## src/cov_pkg.sv

```systemverilog
// package: register map, field positions and types of the compare output block
package cov_pkg;
  // register byte offsets
  localparam logic [7:0] OFS_GLOBAL = 8'h00; // global control
  localparam logic [7:0] OFS_VECTOR = 8'h08; // irq_vector_register
  localparam logic [7:0] OFS_LATCH0 = 8'h10; // channel_compare_latch 0
  localparam logic [7:0] OFS_CTL0 = 8'h40; // channel_control 0
  localparam logic [7:0] OFS_STEP = 8'h04; // spacing of per-channel words
  // global control fields
  localparam int GC_GIE = 0; // global_irq_enable
  localparam int GC_HIZ_SEL = 1; // output_hiz_pin function selected
  localparam int GC_CLEAR = 2; // timer clear, write-one pulse
  localparam int GC_OVF_IE = 3; // overflow interrupt enable
  localparam int GC_OVF_FLAG = 4; // overflow_flag
  // channel control fields
  localparam int CC_MODE_LSB = 0; // output_mode_field, 3 bits
  localparam int CC_OUT = 3; // channel_output_value
  localparam int CC_IE = 4; // channel_irq_enable
  localparam int CC_FLAG = 5; // channel_flag
  // reset values
  localparam logic [2:0] MODE_RST = 3'h0;
  localparam logic [15:0] LATCH_RST = 16'h0000;
  // vector codes
  localparam logic [3:0] VEC_NONE = 4'h0;
  localparam logic [3:0] VEC_OVF = 4'hE;
  // output modes
  typedef enum logic [2:0] {
    M_OUTPUT, M_SET, M_TOG_RST, M_SET_RST,
    M_TOGGLE, M_RESET, M_TOG_SET, M_RST_SET
  } cov_mode_t;
  // per-channel control carried to the output unit
  typedef struct packed {
    cov_mode_t mode;
    logic out_val;
    logic irq_en;
  } cov_chctl_t;
  // register port request
  typedef struct packed {
    logic wr;
    logic rd;
    logic [7:0] addr;
    logic [15:0] wdata;
  } cov_req_t;
endpackage

```

## src/cov_top.sv

```systemverilog
// compare output units and interrupt vector logic of a 16-bit timer
// Overview of operation
// - each channel has eight-mode output unit
// - hiz function plus high pin floats outputs
// - non-zero modes change output on clock edge
// - mode 0 output follows software bit immediately
// - mode 1 sets, mode 5 clears on equal
// - mode 4 toggles on each channel equal
// - modes 2/6 toggle, then clear/set on period
// - modes 3/7 set/clear, then opposite on period
// - up mode: actions at compare and period
// - up/down: equality in either direction acts
// - channel 0 events coincide, no special case
// - dedicated channel 0 irq plus shared irq
// - capture or compare sets flag, software too
// - irq needs channel and global enable
// - channel 0 flag cleared on service
// - vector shows highest enabled pending source
// - codes 0, 2*n, 14 for overflow
// - vector access clears reported flag
// - three or seven channels
// - equal event when count reaches latch
//
// Implementation choices: the placing of the registers and the plain strobed port.
`timescale 1ns/1ps
module cov_top
#(
  parameter int NCH = 7 // channel count, 3 or 7
)
(
  input wire logic CLK_I,
  input wire logic RESET_I,
  input wire logic [7:0] ADDR_I,
  input wire logic [15:0] WDATA_I,
  input wire logic WR_I,
  input wire logic RD_I,
  output logic [15:0] RDATA_O,
  input wire logic TICK_I,
  input wire logic [15:0] COUNT_I,
  input wire logic OVERFLOW_I,
  input wire logic [NCH-1:0] CAPTURE_I,
  input wire logic IRQ0_ACK_I,
  input wire logic HIZ_PIN_I,
  output logic [NCH-1:0] OUT_O,
  output logic [NCH-1:0] OUT_OE_N_O,
  output logic IRQ0_O,
  output logic IRQ_SHARED_O
);
  localparam int VW = 4; // vector code width

  // TICK_I marks one timer clock edge; COUNT_I is the count it reaches
  // the counter sits outside, so up, continuous and up/down sequences
  // all arrive here as plain series of counts
  // CAPTURE_I, OVERFLOW_I and IRQ0_ACK_I are one-cycle pulses, same clock
  // HIZ_PIN_I comes from a pin and passes two flops before use

  // register map, byte offsets held in the package
  //   global word: irq enable, float select, clear pulse,
  //     overflow enable, overflow flag
  //   vector word: read or write clears the reported source
  //   latch words: one compare value per channel, one word apart
  //   control words: mode, out bit, irq enable, flag
  //   unmapped words read zero and ignore writes

  // register port request
  cov_pkg::cov_req_t req; // bundled register request

  // channel state
  cov_pkg::cov_chctl_t ctl_r [NCH]; // channel control words
  logic [15:0] latch_r [NCH]; // channel_compare_latch words
  logic [NCH-1:0] flag_r; // channel_flag bits
  logic [NCH-1:0] flag_nxt; // next flag bits

  // global state, clear pulse and read data
  logic ovf_r; // overflow_flag
  logic ovf_nxt; // next overflow flag
  logic gie_r; // global_irq_enable
  logic hiz_sel_r; // output_hiz_pin function selected
  logic ovf_ie_r; // overflow interrupt enable
  logic clear_p; // one-cycle timer clear
  logic [15:0] rdata_r; // read data register

  // pin synchroniser
  logic hiz_s1_r; // pin synchroniser, first stage
  logic hiz_s2_r; // pin synchroniser, second stage

  // events, raw outputs and decode
  logic [NCH-1:0] chan_eq; // channel_equal_event per channel
  logic period_eq; // period_equal_event
  logic [NCH-1:0] out_w; // raw output unit levels
  logic [VW-1:0] vec_code; // current vector code
  logic vec_access; // any access of the vector word
  logic [NCH-1:0] ctl_hit; // channel control word addressed
  logic [NCH-1:0] latch_hit; // compare latch word addressed

  // address of a per-channel word; channel n sits n steps above base
  function automatic logic [7:0] ch_addr(input logic [7:0] base,
                                         input int n);
    ch_addr = base + 8'(n) * cov_pkg::OFS_STEP;
  endfunction

  // prioritised code of enabled pending sources, channel 0 excluded
  function automatic logic [VW-1:0] prio_code(input logic [NCH-1:0] f,
                                             input logic [NCH-1:0] ie,
                                             input logic of,
                                             input logic oie);
    logic [VW-1:0] c;
    c = cov_pkg::VEC_NONE;
    if (of && oie)
      c = cov_pkg::VEC_OVF; // overflow lowest
    // walk down from the top channel, so the lowest pending one
    // writes the code last; channel 0 has its own request
    for (int n = NCH - 1; n >= 1; n--)
      if (f[n] && ie[n])
        c = VW'(2 * n); // lower channel wins
    prio_code = c;
  endfunction

  // bundle the port signals into one request word
  assign req.wr = WR_I;
  assign req.rd = RD_I;
  assign req.addr = ADDR_I;
  assign req.wdata = WDATA_I;

  // address decode of per-channel words
  // one compare per channel and word kind
  always_comb
  begin
    for (int n = 0; n < NCH; n++)
    begin
      ctl_hit[n] = (req.addr == ch_addr(cov_pkg::OFS_CTL0, n));
      latch_hit[n] = (req.addr == ch_addr(cov_pkg::OFS_LATCH0, n));
    end
  end

  // vector access and timer clear strobes
  assign vec_access = (req.wr || req.rd)
                      && (req.addr == cov_pkg::OFS_VECTOR);
  assign clear_p = req.wr && (req.addr == cov_pkg::OFS_GLOBAL)
                   && req.wdata[cov_pkg::GC_CLEAR];

  // output_hiz_pin synchroniser
  // only the second stage feeds logic; the first may be metastable
  // pin idles low, so the reset level matches it
  always_ff @(posedge CLK_I or posedge RESET_I)
  begin
    if (RESET_I)
    begin
      hiz_s1_r <= 1'b0;
      hiz_s2_r <= 1'b0;
    end
    else
    begin
      hiz_s1_r <= HIZ_PIN_I;
      hiz_s2_r <= hiz_s1_r;
    end
  end

  // global control register
  // the clear bit is a pulse decoded from the write, never stored
  always_ff @(posedge CLK_I or posedge RESET_I)
  begin
    if (RESET_I)
    begin
      gie_r <= 1'b0;
      hiz_sel_r <= 1'b0;
      ovf_ie_r <= 1'b0;
    end
    else if (req.wr && req.addr == cov_pkg::OFS_GLOBAL)
    begin
      gie_r <= req.wdata[cov_pkg::GC_GIE];
      hiz_sel_r <= req.wdata[cov_pkg::GC_HIZ_SEL];
      ovf_ie_r <= req.wdata[cov_pkg::GC_OVF_IE];
    end
  end

  // channel control and compare latch registers
  // a mode store lands whole, so no half-written mode reaches a unit
  always_ff @(posedge CLK_I or posedge RESET_I)
  begin
    if (RESET_I)
    begin
      for (int n = 0; n < NCH; n++)
      begin
        ctl_r[n] <= '{cov_pkg::cov_mode_t'(cov_pkg::MODE_RST), 1'b0, 1'b0};
        latch_r[n] <= cov_pkg::LATCH_RST;
      end
    end
    else if (req.wr)
    begin
      for (int n = 0; n < NCH; n++)
      begin
        if (ctl_hit[n])
        begin
          ctl_r[n].mode <= cov_pkg::cov_mode_t'(
            req.wdata[cov_pkg::CC_MODE_LSB +: 3]);
          ctl_r[n].out_val <= req.wdata[cov_pkg::CC_OUT];
          ctl_r[n].irq_en <= req.wdata[cov_pkg::CC_IE];
        end
        if (latch_hit[n])
          latch_r[n] <= req.wdata;
      end
    end
  end

  // equal events: count reaches the latch on a timer tick; the counter
  // supplies up and up/down sequences, so equality in either direction
  // and the period value both act here
  always_comb
  begin
    for (int n = 0; n < NCH; n++)
      chan_eq[n] = TICK_I && (COUNT_I == latch_r[n]);
  end
  // a tick with no match leaves every unit alone
  // the period event is channel 0's own equal event
  assign period_eq = chan_eq[0]; // same as channel 0 event

  // channel flag next values: clears first, sets win
  // later lines override earlier ones, so a set in the same cycle
  // as any clear keeps the flag
  always_comb
  begin
    flag_nxt = flag_r;
    for (int n = 0; n < NCH; n++)
    begin
      if (req.wr && ctl_hit[n])
        flag_nxt[n] = req.wdata[cov_pkg::CC_FLAG]; // software
      if (vec_access && n != 0 && vec_code == VW'(2 * n))
        flag_nxt[n] = 1'b0; // reported flag cleared
      if (n == 0 && IRQ0_ACK_I)
        flag_nxt[n] = 1'b0; // serviced
      if (clear_p)
        flag_nxt[n] = 1'b0;
      if (chan_eq[n] || CAPTURE_I[n])
        flag_nxt[n] = 1'b1; // compare or capture
    end
  end

  // channel flag register
  // one flop per channel, reset to no request pending
  always_ff @(posedge CLK_I or posedge RESET_I)
  begin
    if (RESET_I)
      flag_r <= '0;
    else
      flag_r <= flag_nxt;
  end

  // overflow flag next value
  // same order as the channel flags: software, clears, then set
  always_comb
  begin
    ovf_nxt = ovf_r;
    if (req.wr && req.addr == cov_pkg::OFS_GLOBAL)
      ovf_nxt = req.wdata[cov_pkg::GC_OVF_FLAG]; // software
    if (vec_access && vec_code == cov_pkg::VEC_OVF)
      ovf_nxt = 1'b0;
    if (clear_p)
      ovf_nxt = 1'b0;
    if (OVERFLOW_I)
      ovf_nxt = 1'b1; // set wins
  end

  // overflow flag register
  // set by the counter, cleared by software or a vector access
  always_ff @(posedge CLK_I or posedge RESET_I)
  begin
    if (RESET_I)
      ovf_r <= 1'b0;
    else
      ovf_r <= ovf_nxt;
  end

  // vector code from enabled pending flags
  // disabled sources are masked before the priority walk
  always_comb
  begin
    logic [NCH-1:0] ie;
    ie = '0;
    for (int n = 0; n < NCH; n++)
      ie[n] = ctl_r[n].irq_en;
    vec_code = prio_code(flag_r, ie, ovf_r, ovf_ie_r);
  end

  // interrupt requests
  // channel 0 has its own request and never enters the vector
  // shared request drops when its last enabled source is cleared
  assign IRQ0_O = flag_r[0] && ctl_r[0].irq_en && gie_r;
  assign IRQ_SHARED_O = (vec_code != cov_pkg::VEC_NONE)
                        && gie_r;

  // read data, one cycle after the strobe
  // a vector read takes the code before the same edge clears the flag
  always_ff @(posedge CLK_I or posedge RESET_I)
  begin
    if (RESET_I)
      rdata_r <= '0;
    else if (req.rd)
    begin
      rdata_r <= '0; // unmapped reads zero
      // global word: clear bit always reads zero
      if (req.addr == cov_pkg::OFS_GLOBAL)
      begin
        rdata_r[cov_pkg::GC_GIE] <= gie_r;
        rdata_r[cov_pkg::GC_HIZ_SEL] <= hiz_sel_r;
        rdata_r[cov_pkg::GC_OVF_IE] <= ovf_ie_r;
        rdata_r[cov_pkg::GC_OVF_FLAG] <= ovf_r;
      end
      // vector word: code only, upper bits zero
      if (req.addr == cov_pkg::OFS_VECTOR)
        rdata_r <= 16'(vec_code);
      for (int n = 0; n < NCH; n++)
      begin
        if (ctl_hit[n])
        begin
          rdata_r[cov_pkg::CC_MODE_LSB +: 3] <= ctl_r[n].mode;
          rdata_r[cov_pkg::CC_OUT] <= ctl_r[n].out_val;
          rdata_r[cov_pkg::CC_IE] <= ctl_r[n].irq_en;
          rdata_r[cov_pkg::CC_FLAG] <= flag_r[n];
        end
        if (latch_hit[n])
          rdata_r <= latch_r[n];
      end
    end
  end
  assign RDATA_O = rdata_r;

  // one output unit per channel
  // all units share the period event and the timer clear
  for (genvar g = 0; g < NCH; g++)
  begin : g_unit
    cov_out_unit u_out
    (
      .clk_i(CLK_I),
      .rst_i(RESET_I),
      .ctl_i(ctl_r[g]),
      .chan_eq_i(chan_eq[g]),
      .per_eq_i(period_eq),
      .clear_i(clear_p),
      .out_o(out_w[g])
    );
  end

  // high impedance when the pin function is selected and pin high
  // active-low enable: high floats every output together
  // the pin acts two edges late through its synchroniser
  assign OUT_O = out_w;
  assign OUT_OE_N_O = {NCH{hiz_sel_r && hiz_s2_r}};
endmodule

```

## src/cov_out_unit.sv

```systemverilog
// one channel output unit: eight waveform modes
`timescale 1ns/1ps
module cov_out_unit
(
  input wire logic clk_i,
  input wire logic rst_i,
  input wire cov_pkg::cov_chctl_t ctl_i,
  input wire logic chan_eq_i,
  input wire logic per_eq_i,
  input wire logic clear_i,
  output logic out_o
);
  logic out_r; // clocked output level
  logic out_nxt; // next clocked level

  // mode actions on the channel and period events
  always_comb
  begin
    out_nxt = out_r;
    unique case (ctl_i.mode)
      cov_pkg::M_OUTPUT: out_nxt = ctl_i.out_val; // track software bit
      cov_pkg::M_SET: if (chan_eq_i) out_nxt = 1'b1;
      cov_pkg::M_RESET: if (chan_eq_i) out_nxt = 1'b0;
      cov_pkg::M_TOGGLE: if (chan_eq_i) out_nxt = ~out_r;
      cov_pkg::M_TOG_RST:
      begin
        if (chan_eq_i) out_nxt = ~out_r;
        if (per_eq_i) out_nxt = 1'b0;
      end
      cov_pkg::M_TOG_SET:
      begin
        if (chan_eq_i) out_nxt = ~out_r;
        if (per_eq_i) out_nxt = 1'b1;
      end
      cov_pkg::M_SET_RST:
      begin
        if (chan_eq_i) out_nxt = 1'b1;
        if (per_eq_i) out_nxt = 1'b0;
      end
      cov_pkg::M_RST_SET:
      begin
        if (chan_eq_i) out_nxt = 1'b0;
        if (per_eq_i) out_nxt = 1'b1;
      end
    endcase
  end

  // level changes only on the clock edge
  always_ff @(posedge clk_i or posedge rst_i)
  begin
    if (rst_i)
      out_r <= 1'b0;
    else if (clear_i)
      out_r <= 1'b0;
    else
      out_r <= out_nxt;
  end

  // mode 0 passes the software bit at once
  assign out_o = (ctl_i.mode == cov_pkg::M_OUTPUT) ? ctl_i.out_val
                                                   : out_r;
endmodule

```

## config.mk

```make
export PLATFORM = sky130hd
export DESIGN_NAME = cov_top
export DESIGN_NICKNAME = d
export VERILOG_FILES = /design/src/cov_pkg.sv /design/src/cov_top.sv /design/src/cov_out_unit.sv
export SDC_FILE = /design/constraint.sdc
export NUM_CORES = 1
export LEC_CHECK = 0
export BUFFER_PORTS_ARGS = -buffer_cell sky130_fd_sc_hd__buf_2
export CORE_MARGIN = 1.5
export CORE_UTILIZATION = 40
export DETAILED_ROUTE_END_ITERATION = 8
export PLACE_DENSITY = 0.65
export SKIP_LAST_GASP = 1
export SYNTH_ARGS = -nofsm -noshare
export SYNTH_HDL_FRONTEND = slang
export SYNTH_SLANG_ARGS = --single-unit
```

## constraint.sdc

```tcl
create_clock -name CLK_I -period 9.7 [get_ports CLK_I]
set_input_delay 0.485 -clock CLK_I [delete_from_list [all_inputs] [get_ports CLK_I]]
set_output_delay 0.485 -clock CLK_I [all_outputs]
set_load 0.01 [all_outputs]
```

---- After elaboration in Yosys (flattened, before gate mapping) ----
Index checks and enable logic that the tools add are counted.
operators by class
  equal/unequal tests ..................... 81
  multiplexer cells ....................... 123
  bitwise logic cells ..................... 7
  reduce and logical (&&, ||, !) cells .... 77
operators with widths
  operator                                                               number
  16-bit two-way mux                                                     8
  16-bit equality test                                                   7
  1-bit two-way mux                                                      91
  3-bit equality test, second input constant                             28
  8-bit by 7-bit equality test with 1-bit output, second input constant  7
  1-bit case mux with 8 select lines                                     6
  3-bit by 2-bit equality test with 1-bit output, second input constant  14
  6-bit two-way mux                                                      7
  4-bit nonzero test                                                     9
  1-bit logical AND                                                      35
  8-bit by 5-bit equality test with 1-bit output, second input constant  4
  4-bit two-way mux                                                      7
  2-bit AND reduction                                                    14
  8-bit by 6-bit equality test with 1-bit output, second input constant  3
  3-bit by 1-bit equality test with 1-bit output, second input constant  7
  3-bit logical NOT                                                      7
  4-bit equality test, second input constant                             4
  4-bit by 3-bit equality test with 1-bit output, second input constant  2
  8-bit by 4-bit equality test with 1-bit output, second input constant  1
  8-bit logical NOT                                                      1
  1-bit logical OR                                                       8
  1-bit inverter                                                         7
  3-bit by 1-bit != test with 1-bit output, second input constant        2
  3-bit OR reduction                                                     2
  other kinds (6)                                                        7
word-level totals
  register bits after elaboration ......... 183
  input port bits ......................... 55
  output and inout bits ................... 32

---- Depth between registers and ports, before layout ----
Gate-level depths: netlist of run 1.
  word-level depth ........................ 24
  mapped depth ............................ 12

---- Modules after synthesis ----
Synthesis of run 1 repeated with hierarchy kept, for this count alone.
second synthesis, totals
  cell total of the unflattened synthesis .. 1036
  area, all modules ....................... 10970.5 µm²
by module, submodules not included
  module        times used  cells an instance  area an instance (µm²)
  cov_top       1           903                9980.8
  cov_out_unit  7           19                 141.4

---- Worst setup path after synthesis of run 1 ----
Ideal clock, no wire load.
  path type ............................... input -> register
  start point ............................. in COUNT_I[5]
  end point ............................... reg g_unit[1].u_out.out_r
  data arrival time ....................... 2.277 ns
  data required time ...................... 9.580 ns
  setup slack ............................. 7.303 ns
  stages on the path ...................... 9
  path buffers ............................ 1
  cell sequence ........................... clkbuf_1 xnor2_1 nand4_1 nor4_1 nand3_1 ha_1 o2111ai_1 nand4_1 o211a_1
on the way
  cells in the longest elaborated chain, start to end .. 6
RTL lines
  item                                    RTL line            source
  from (decl)                             cov_top.sv:39       input wire logic [15:0] COUNT_I,
  16-bit equality test                    cov_top.sv:212      chan_eq[n] = TICK_I && (COUNT_I == latch_r[n]);
  1-bit logical AND                       cov_top.sv:212
  1-bit two-way mux                       -
  1-bit two-way mux (on tied branches)    -
  1-bit case mux with 8 select lines (*)  cov_out_unit.sv:20  unique case (ctl_i.mode)
  1-bit two-way mux (*)                   cov_out_unit.sv:53  else if (clear_i)
  to (signal assigned)                    cov_out_unit.sv:56  out_r <= out_nxt;
  to (decl)                               cov_out_unit.sv:13  logic out_r;
Every way passes the cells marked *; elsewhere a longest branch is shown, timed or not.
A chain may end at the register's enable or synchronous reset.

---- Worst setup path in the final report of run 1 ----
  start point ............................. in ADDR_I[2]
  end point ............................... reg latch_r[89] (netlist bit)
on the way
  cells in the longest elaborated chain, start to end .. 2
RTL lines
  item                                            RTL line        source
  from (decl)                                     cov_top.sv:33   input wire logic [7:0] ADDR_I,
  8-bit by 5-bit equality test with 1-bit output  cov_top.sv:132  latch_hit[n] = (req.addr == ch_addr(cov_pkg::OFS_LATCH0, n));
  2-bit AND reduction (no source line)            -
  to (signal, indexed assignment)                 cov_top.sv:186  latch_r[n] <= cov_pkg::LATCH_RST;
  to (signal, indexed assignment)                 cov_top.sv:201  latch_r[n] <= req.wdata;
  to (decl)                                       cov_top.sv:70   logic [15:0] latch_r [NCH];
No other way between the ends.

==> metrics, run 1 <==
vias in the first global route between 8000 and 9000; DR DRC count 0; Fin. Hold Viols 0; antenna violations before repair 2; largest cells by area after synthesis dfrtp_1 42%, mux2_2 15%, xnor2_1 7.8%, nand2_1 2.2%, o21ai_0 2.2%; top-area cell type share of the netlist area between 40% and 50%; Die X-Extent 168 um; Routed WL approximately 33000 um; Critical Path Fanout Max 32; Final Slew Violations 0; ys flop type dfrtp_1; CTS buffer count 17; reg-to-reg endpoint g_unit[4].u_out.out_r; arrival time at the worst endpoint 3.63 ns; Skew-Pair Late Insertion Delay approximately 0.45 ns; setup TNS 0 ns; DR WL met2 15800 um; first drt pass iteration count 5; Worst Setup SP ADDR_I[2]; GPL Wtd Cong approximately 0.94; library cells used by synthesis between 70 and 80; gr usage total between 20 and 25%; FF+latch area about 0.0046 mm^2; DR top layer met4; sequential fraction of the synthesis area 42.2%; CTS H-tree lvls 4; RSZ-0062 raised after global routing no; hold path depth 1; post-CTS setup buffers 0; Num Clock Sinks 183; outcome complete, no violations; vias per cell 6.01; Layout Nets 1122; post-CTS sizing 0; crit path launch type primary input; r2r worst-path depth 6; Die Height 168 um; first-pass GRT wire length around 51000 um; hpwl dp about 24000 um; WL met1 ~15000 um; CTS tree done; crit path time final about 3.3 ns; clock slew at reported path FFs 0.08 ns; layout cells sized above 1 around 28%; critical setup path kind primary input to flop; Initial Util between 40% and 50%; Post-Syn Area approximately 0.011 mm^2; Syn Nets 1092; max-cap viol count 0; worst vdd ir about 0.00013 V; startpoint of the lowest-slack hold path HIZ_PIN_I; CP endpoint kind flop; met3 WL post-DR just over 2000 um; Max Fclk ~300 MHz; flop-to-flop setup slack ~7 ns; Die ar. around 0.028 mm^2; Clock Skews 0.0129 ns; Lkg Pwr roughly 5.2 nW; Post-Synthesis Cells 1025; # hold bufs at CTS 0; Hold Crit Endpoint hiz_s1_r; worst rel slew slack 34.6%; Clock Tree Root clkbuf_16; port bufs 86; area occupied by multi-input gates 0.00584 mm^2; Ports 87; worst reg2reg startpoint latch_r[111]; FFs w/ async S/R, synth 100%; syn avg cell area about 11 um^2; global route total overflow 0; Core Footprint ~0.027 mm^2; CTS max path bufs 2; Worst Path Required 10.02 ns; Post-synth EDFFs 0; fillers 2529; Slew @ Worst Pin between 0.9 and 1 ns; largest net degree at the start of global routing between 100 and 150; Hold WC Path Type primary input to flop; # setup viols final 0; synth cell count leaders 183 x dfrtp_1, 149 x mux2_2, 97 x xnor2_1; Power Density about 150 mW/mm^2; Layout area overhead 10.4%; most numerous cell in the Yosys netlist dfrtp_1; antenna viol nets, final 0; Rows 60; register bit total from synthesis ~180; power consumption roughly 1.8 mW; drt wl/cell 23.7 um; initial drt markers approximately 800; fin crit share between 30% and 40%; post-synth top area cell dfrtp_1; via count about 8500; Yosys warnings 0
-- metrics by stage --
step                setup WS [ns]  hold slack, ns  instance area [um^2]  std cells  util, %
finish                       6.39           0.136                 12000       1411     44.7
global route                 6.21           0.135                 12000       1410     44.7
CTS                          6.44           0.128                 12000       1409     44.7
detailed placement           5.96           0.347                 11400       1377     42.4
global placement             6.09           0.335                 11400       1377     42.4
floorplan                    4.24           0.331                 10900       1025        -
-- final cells by class --
type	count	area share (%)
antenna	2	0.0418
clock buffer	18	3.58
clock inverter	14	1.50
inverter	12	0.438
multi-input combinational	750	48.8
sequential	183	38.2
tap	341	3.56
timing repair buffer	91	3.90
-- cells in the final DEF, fill, tap and decap left out, types with 21 or more instances in the layout --
master    count
dfrtp_1     183
mux2_2      149
xnor2_1      97
buf_2        86
nand2_1      63
nor2_1       49
o21ai_0      47
nand3_1      34
a21oi_1      33
a31oi_1      27
nand2b_1     21
-- worst max-delay path, stage by stage --
cell,delay [ns]
buf_2,0.62
nor2b_1,0.33
and2_1,0.82
nand3_1,0.81
mux2_2,0.53
-- state kept, by name, summed over array words and instances, names as in the netlist --
name	flops
latch_r	112
ctl_r	35
RDATA_O	16
flag_r	7
g_unit.u_out.out_r	7
gie_r	1
hiz_s1_r	1
hiz_s2_r	1
hiz_sel_r	1
ovf_ie_r	1
ovf_r	1
-- per-layer routing --
metal | track usage [%] | up-vias
met3 | 4.61 | 62
met1 | 32.3 | 4331
met2 | 38.7 | 304
met5 | 0 | -
met4 | 9.17 | 0
li1 | - | 3787
-- how the worst max path moves through the flow --
| stage | endpoint | slack (ns) |
|---|---|---|
| after floorplan | RDATA_O[0] | 4.24 |
| after global placement | latch_r[90] | 6.09 |
| after detailed placement | latch_r[90] | 5.96 |
| after CTS | latch_r[89] | 6.44 |
| after global routing | latch_r[89] | 6.21 |
| final | latch_r[89] | 6.39 |
-- cell families after synthesis --
group	synth area share (%)
fa+ha+maj	1.38
xor+xnor	9.04
flops	42.2
simple gates	13.1
compound gates	11.7
buf+inv	4.05
mux	18.6
-- where the power goes --
| part | switching (mW) | total, mW | internal [mW] | leakage (nW) |
|---|---|---|---|---|
| logic | 0.135 | 0.234 | 0.0991 | 2.47 |
| clock network | 0.351 | 0.723 | 0.372 | 0.293 |
| registers | 0.0418 | 0.841 | 0.799 | 2.47 |
| total | 0.528 | 1.80 | 1.27 | 5.23 |
No activity file was read; power rests on OpenSTA's default activity.
==> run 2, diff against run 1 <==
Settings changed: ABC_AREA from default to 1.
Clock period 9.7 ns to 3.2 ns, I/O delays scaled along.
==> metrics, run 2 <==
outcome complete, but fails checks; failing checks DRC; Critical Path Fanout Max 4; Num Clock Sinks roughly 180; Skew-Pair Late Insertion Delay 0.44 ns; CTS buffer count 17; Ports 87; initial drt markers about 1000; RSZ-0062 raised after global routing no; first drt pass iteration count 8; first-pass GRT wire length approximately 56000 um; ys flop type dfrtp_1; largest net degree at the start of global routing 76; largest cells by area after synthesis dfrtp_1 43%, nand2_1 14%, o21ai_0 9.0%, inv_1 4.9%, xor2_1 2.2%; top-area cell type share of the netlist area about 43%; commonest cells after routing, fill and taps aside 393 x nand2_1, 194 x o21ai_0, 183 x dfrtp_1; Clock Skews roughly 0.012 ns; drt wl/cell ~20 um; Yosys warnings 0; Max Fclk roughly 360 MHz; Syn Nets approximately 1500; post-CTS setup buffers 0; Post-Synthesis Cells around 1400; Worst Path Required 3.55 ns; Core Footprint roughly 0.026 mm^2; via count slightly above 10000; most numerous cell in the Yosys netlist nand2_1; layout cells sized above 1 a little over an eighth; max-cap viol count 0; # setup viols final 0; Largest register FFs between 100 and 150; dpl cell area roughly 0.011 mm^2; global route total overflow 0; Slew @ Worst Pin 1.10 ns; synth cell count leaders 393 x nand2_1, 194 x o21ai_0, 183 x dfrtp_1; Largest Register latch_r; critical setup path kind flop to flop; worst rel slew slack between 20% and 30%; CTS H-tree lvls 4; CTS tree done; antenna viol nets, final 0; FFs w/ async S/R, synth 100%; sequential fraction of the synthesis area roughly 43%; Post-Syn Area 0.0107 mm^2; CTS max path bufs 2; Rows 59; Layout area overhead 12.0%; syn avg cell area between 7 and 8 um^2; Routed WL 36100 um; Die ar. about 0.028 mm^2; setup TNS 0 ns; Clock Tree Root clkbuf_16; post-synth top area cell dfrtp_1; hpwl dp 27000 um; register bit total from synthesis approximately 180; GPL Wtd Cong 0.945; gr usage total a little over a quarter; fillers 2616; worst vdd ir roughly 0.00036 V; ant diodes 0; Layout Nets 1544; Post-synth EDFFs 0; antenna violations before repair 1; crit path launch type flop; Final Slew Violations 0; vias per cell ~5.5; final instance area roughly 0.012 mm^2; arrival time at the worst endpoint around 3.1 ns; Die Height 167 um; library cells used by synthesis 60; Power Density between 400 and 500 mW/mm^2; port bufs 86; fin crit share between 80% and 90%; clock slew at reported path FFs approximately 0.07 ns; Hold WC Path Type primary input to flop; Lkg Pwr roughly 5.5 nW; crit path time final 2.75 ns; vias in the first global route 9565; DR DRC count 6; Initial Util between 40 and 50%; CP endpoint kind flop; Hold Slack between 0.06 and 0.07 ns; most common cell after layout, fill and taps aside nand2_1; Fin. Hold Viols 0; Die X-Extent between 150 and 200 um
run 2: cell count changes after synthesis, sizes merged, moves of 10 or more:
cell,delta
a31oi,-26
inv,+148
mux2,-150
mux4,-10
nand2,+329
nand2b,-21
nor2,+27
nor3,+21
o21ai,+178
or2,+11
xnor2,-85
xor2,+12
run 2: cells by family (layout without fill, tap and decap cells):
logic type,count (synthesis),count (layout),share of synthesized area (%)
XOR/XNOR,39,39,3.18
AND/OR/NAND/NOR,611,611,25.6
flip-flops,183,183,42.7
adder cells (fa/ha/maj),12,12,1.40
buffers and inverters,230,306,9.11
AO/OA/AOI/OAI,334,334,17.6
multiplexers,4,4,0.385
run 2: where the power goes:
part           internal (mW)  switching [mW]  total, mW
combinational          0.291           0.500      0.791
clock                   1.04           0.962       2.00
sequential              2.44           0.144       2.58
total                   3.76            1.61       5.37
run 2: what timing repair did:
action	CTS	global route
endpoints found under the hold margin	195	0
gates resized for setup	0	0
hold buffers	13	0
run 2: routing by layer:
layer,routed length (um),global-route usage (%),part of all wire (%)
met1,16400,37.1,45
met2,16200,41.4,45
met3,2390,3.11,6.6
met4,1150,10.5,3.2
met5,0,0,0
run 2: final timing paths:
| path | startpoint | slack, ns | cells after the start | to |
|---|---|---|---|---|
| worst max-delay path | latch_r[65] | 0.45 | 11 | g_unit[2].u_out.out_r |
| min in group asynchronous | RESET_I | 0.39 | 4 | latch_r[42] |
| max in group asynchronous | RESET_I | 2.38 | 4 | latch_r[56] |
| worst max register to register | latch_r[65] | 0.45 | 11 | g_unit[2].u_out.out_r |
| worst min-delay path | RD_I | 0.07 | 3 | RDATA_O[3] |
| worst min register to register | hiz_s1_r | 0.35 | 0 | hiz_s2_r |
run 2: per-stage QoR:
step / power [mW] / util [%] / std cells / setup slack (ns)
final: 5.37 / 45.9 / 1824 / 0.447
after global routing: 5.60 / 45.9 / 1824 / 0.356
after CTS: 5.38 / 45.9 / 1824 / 0.451
after detailed placement: 3.39 / 43.3 / 1780 / 0.446
after global placement: 3.37 / 43.3 / 1780 / 0.378
after floorplan: 3.14 / - / 1413 / 0.689
run 2: layout make-up:
cell class                      count  area, um^2  area share, %
Inverter                          161         616           5.12
Clock inverter                     10        75.1          0.624
Clock buffer                       21         460           3.83
Timing Repair Buffer              114         698           5.81
Multi-Input combinational cell   1000        5170           43.0
Sequential cell                   183        4580           38.1
Tap cell                          335         419           3.49
run 2: worst max-delay path: stages (launching register included):
cell	delay, ns
dfrtp_1	0.46
inv_1	0.08
o21ai_0	0.08
a221o_1	0.27
a2111oi_0	0.44
nand3_1	0.31
ha_1	0.41
inv_1	0.05
o21a_1	0.16
a21oi_1	0.18
a21oi_1	0.10
a31oi_1	0.13
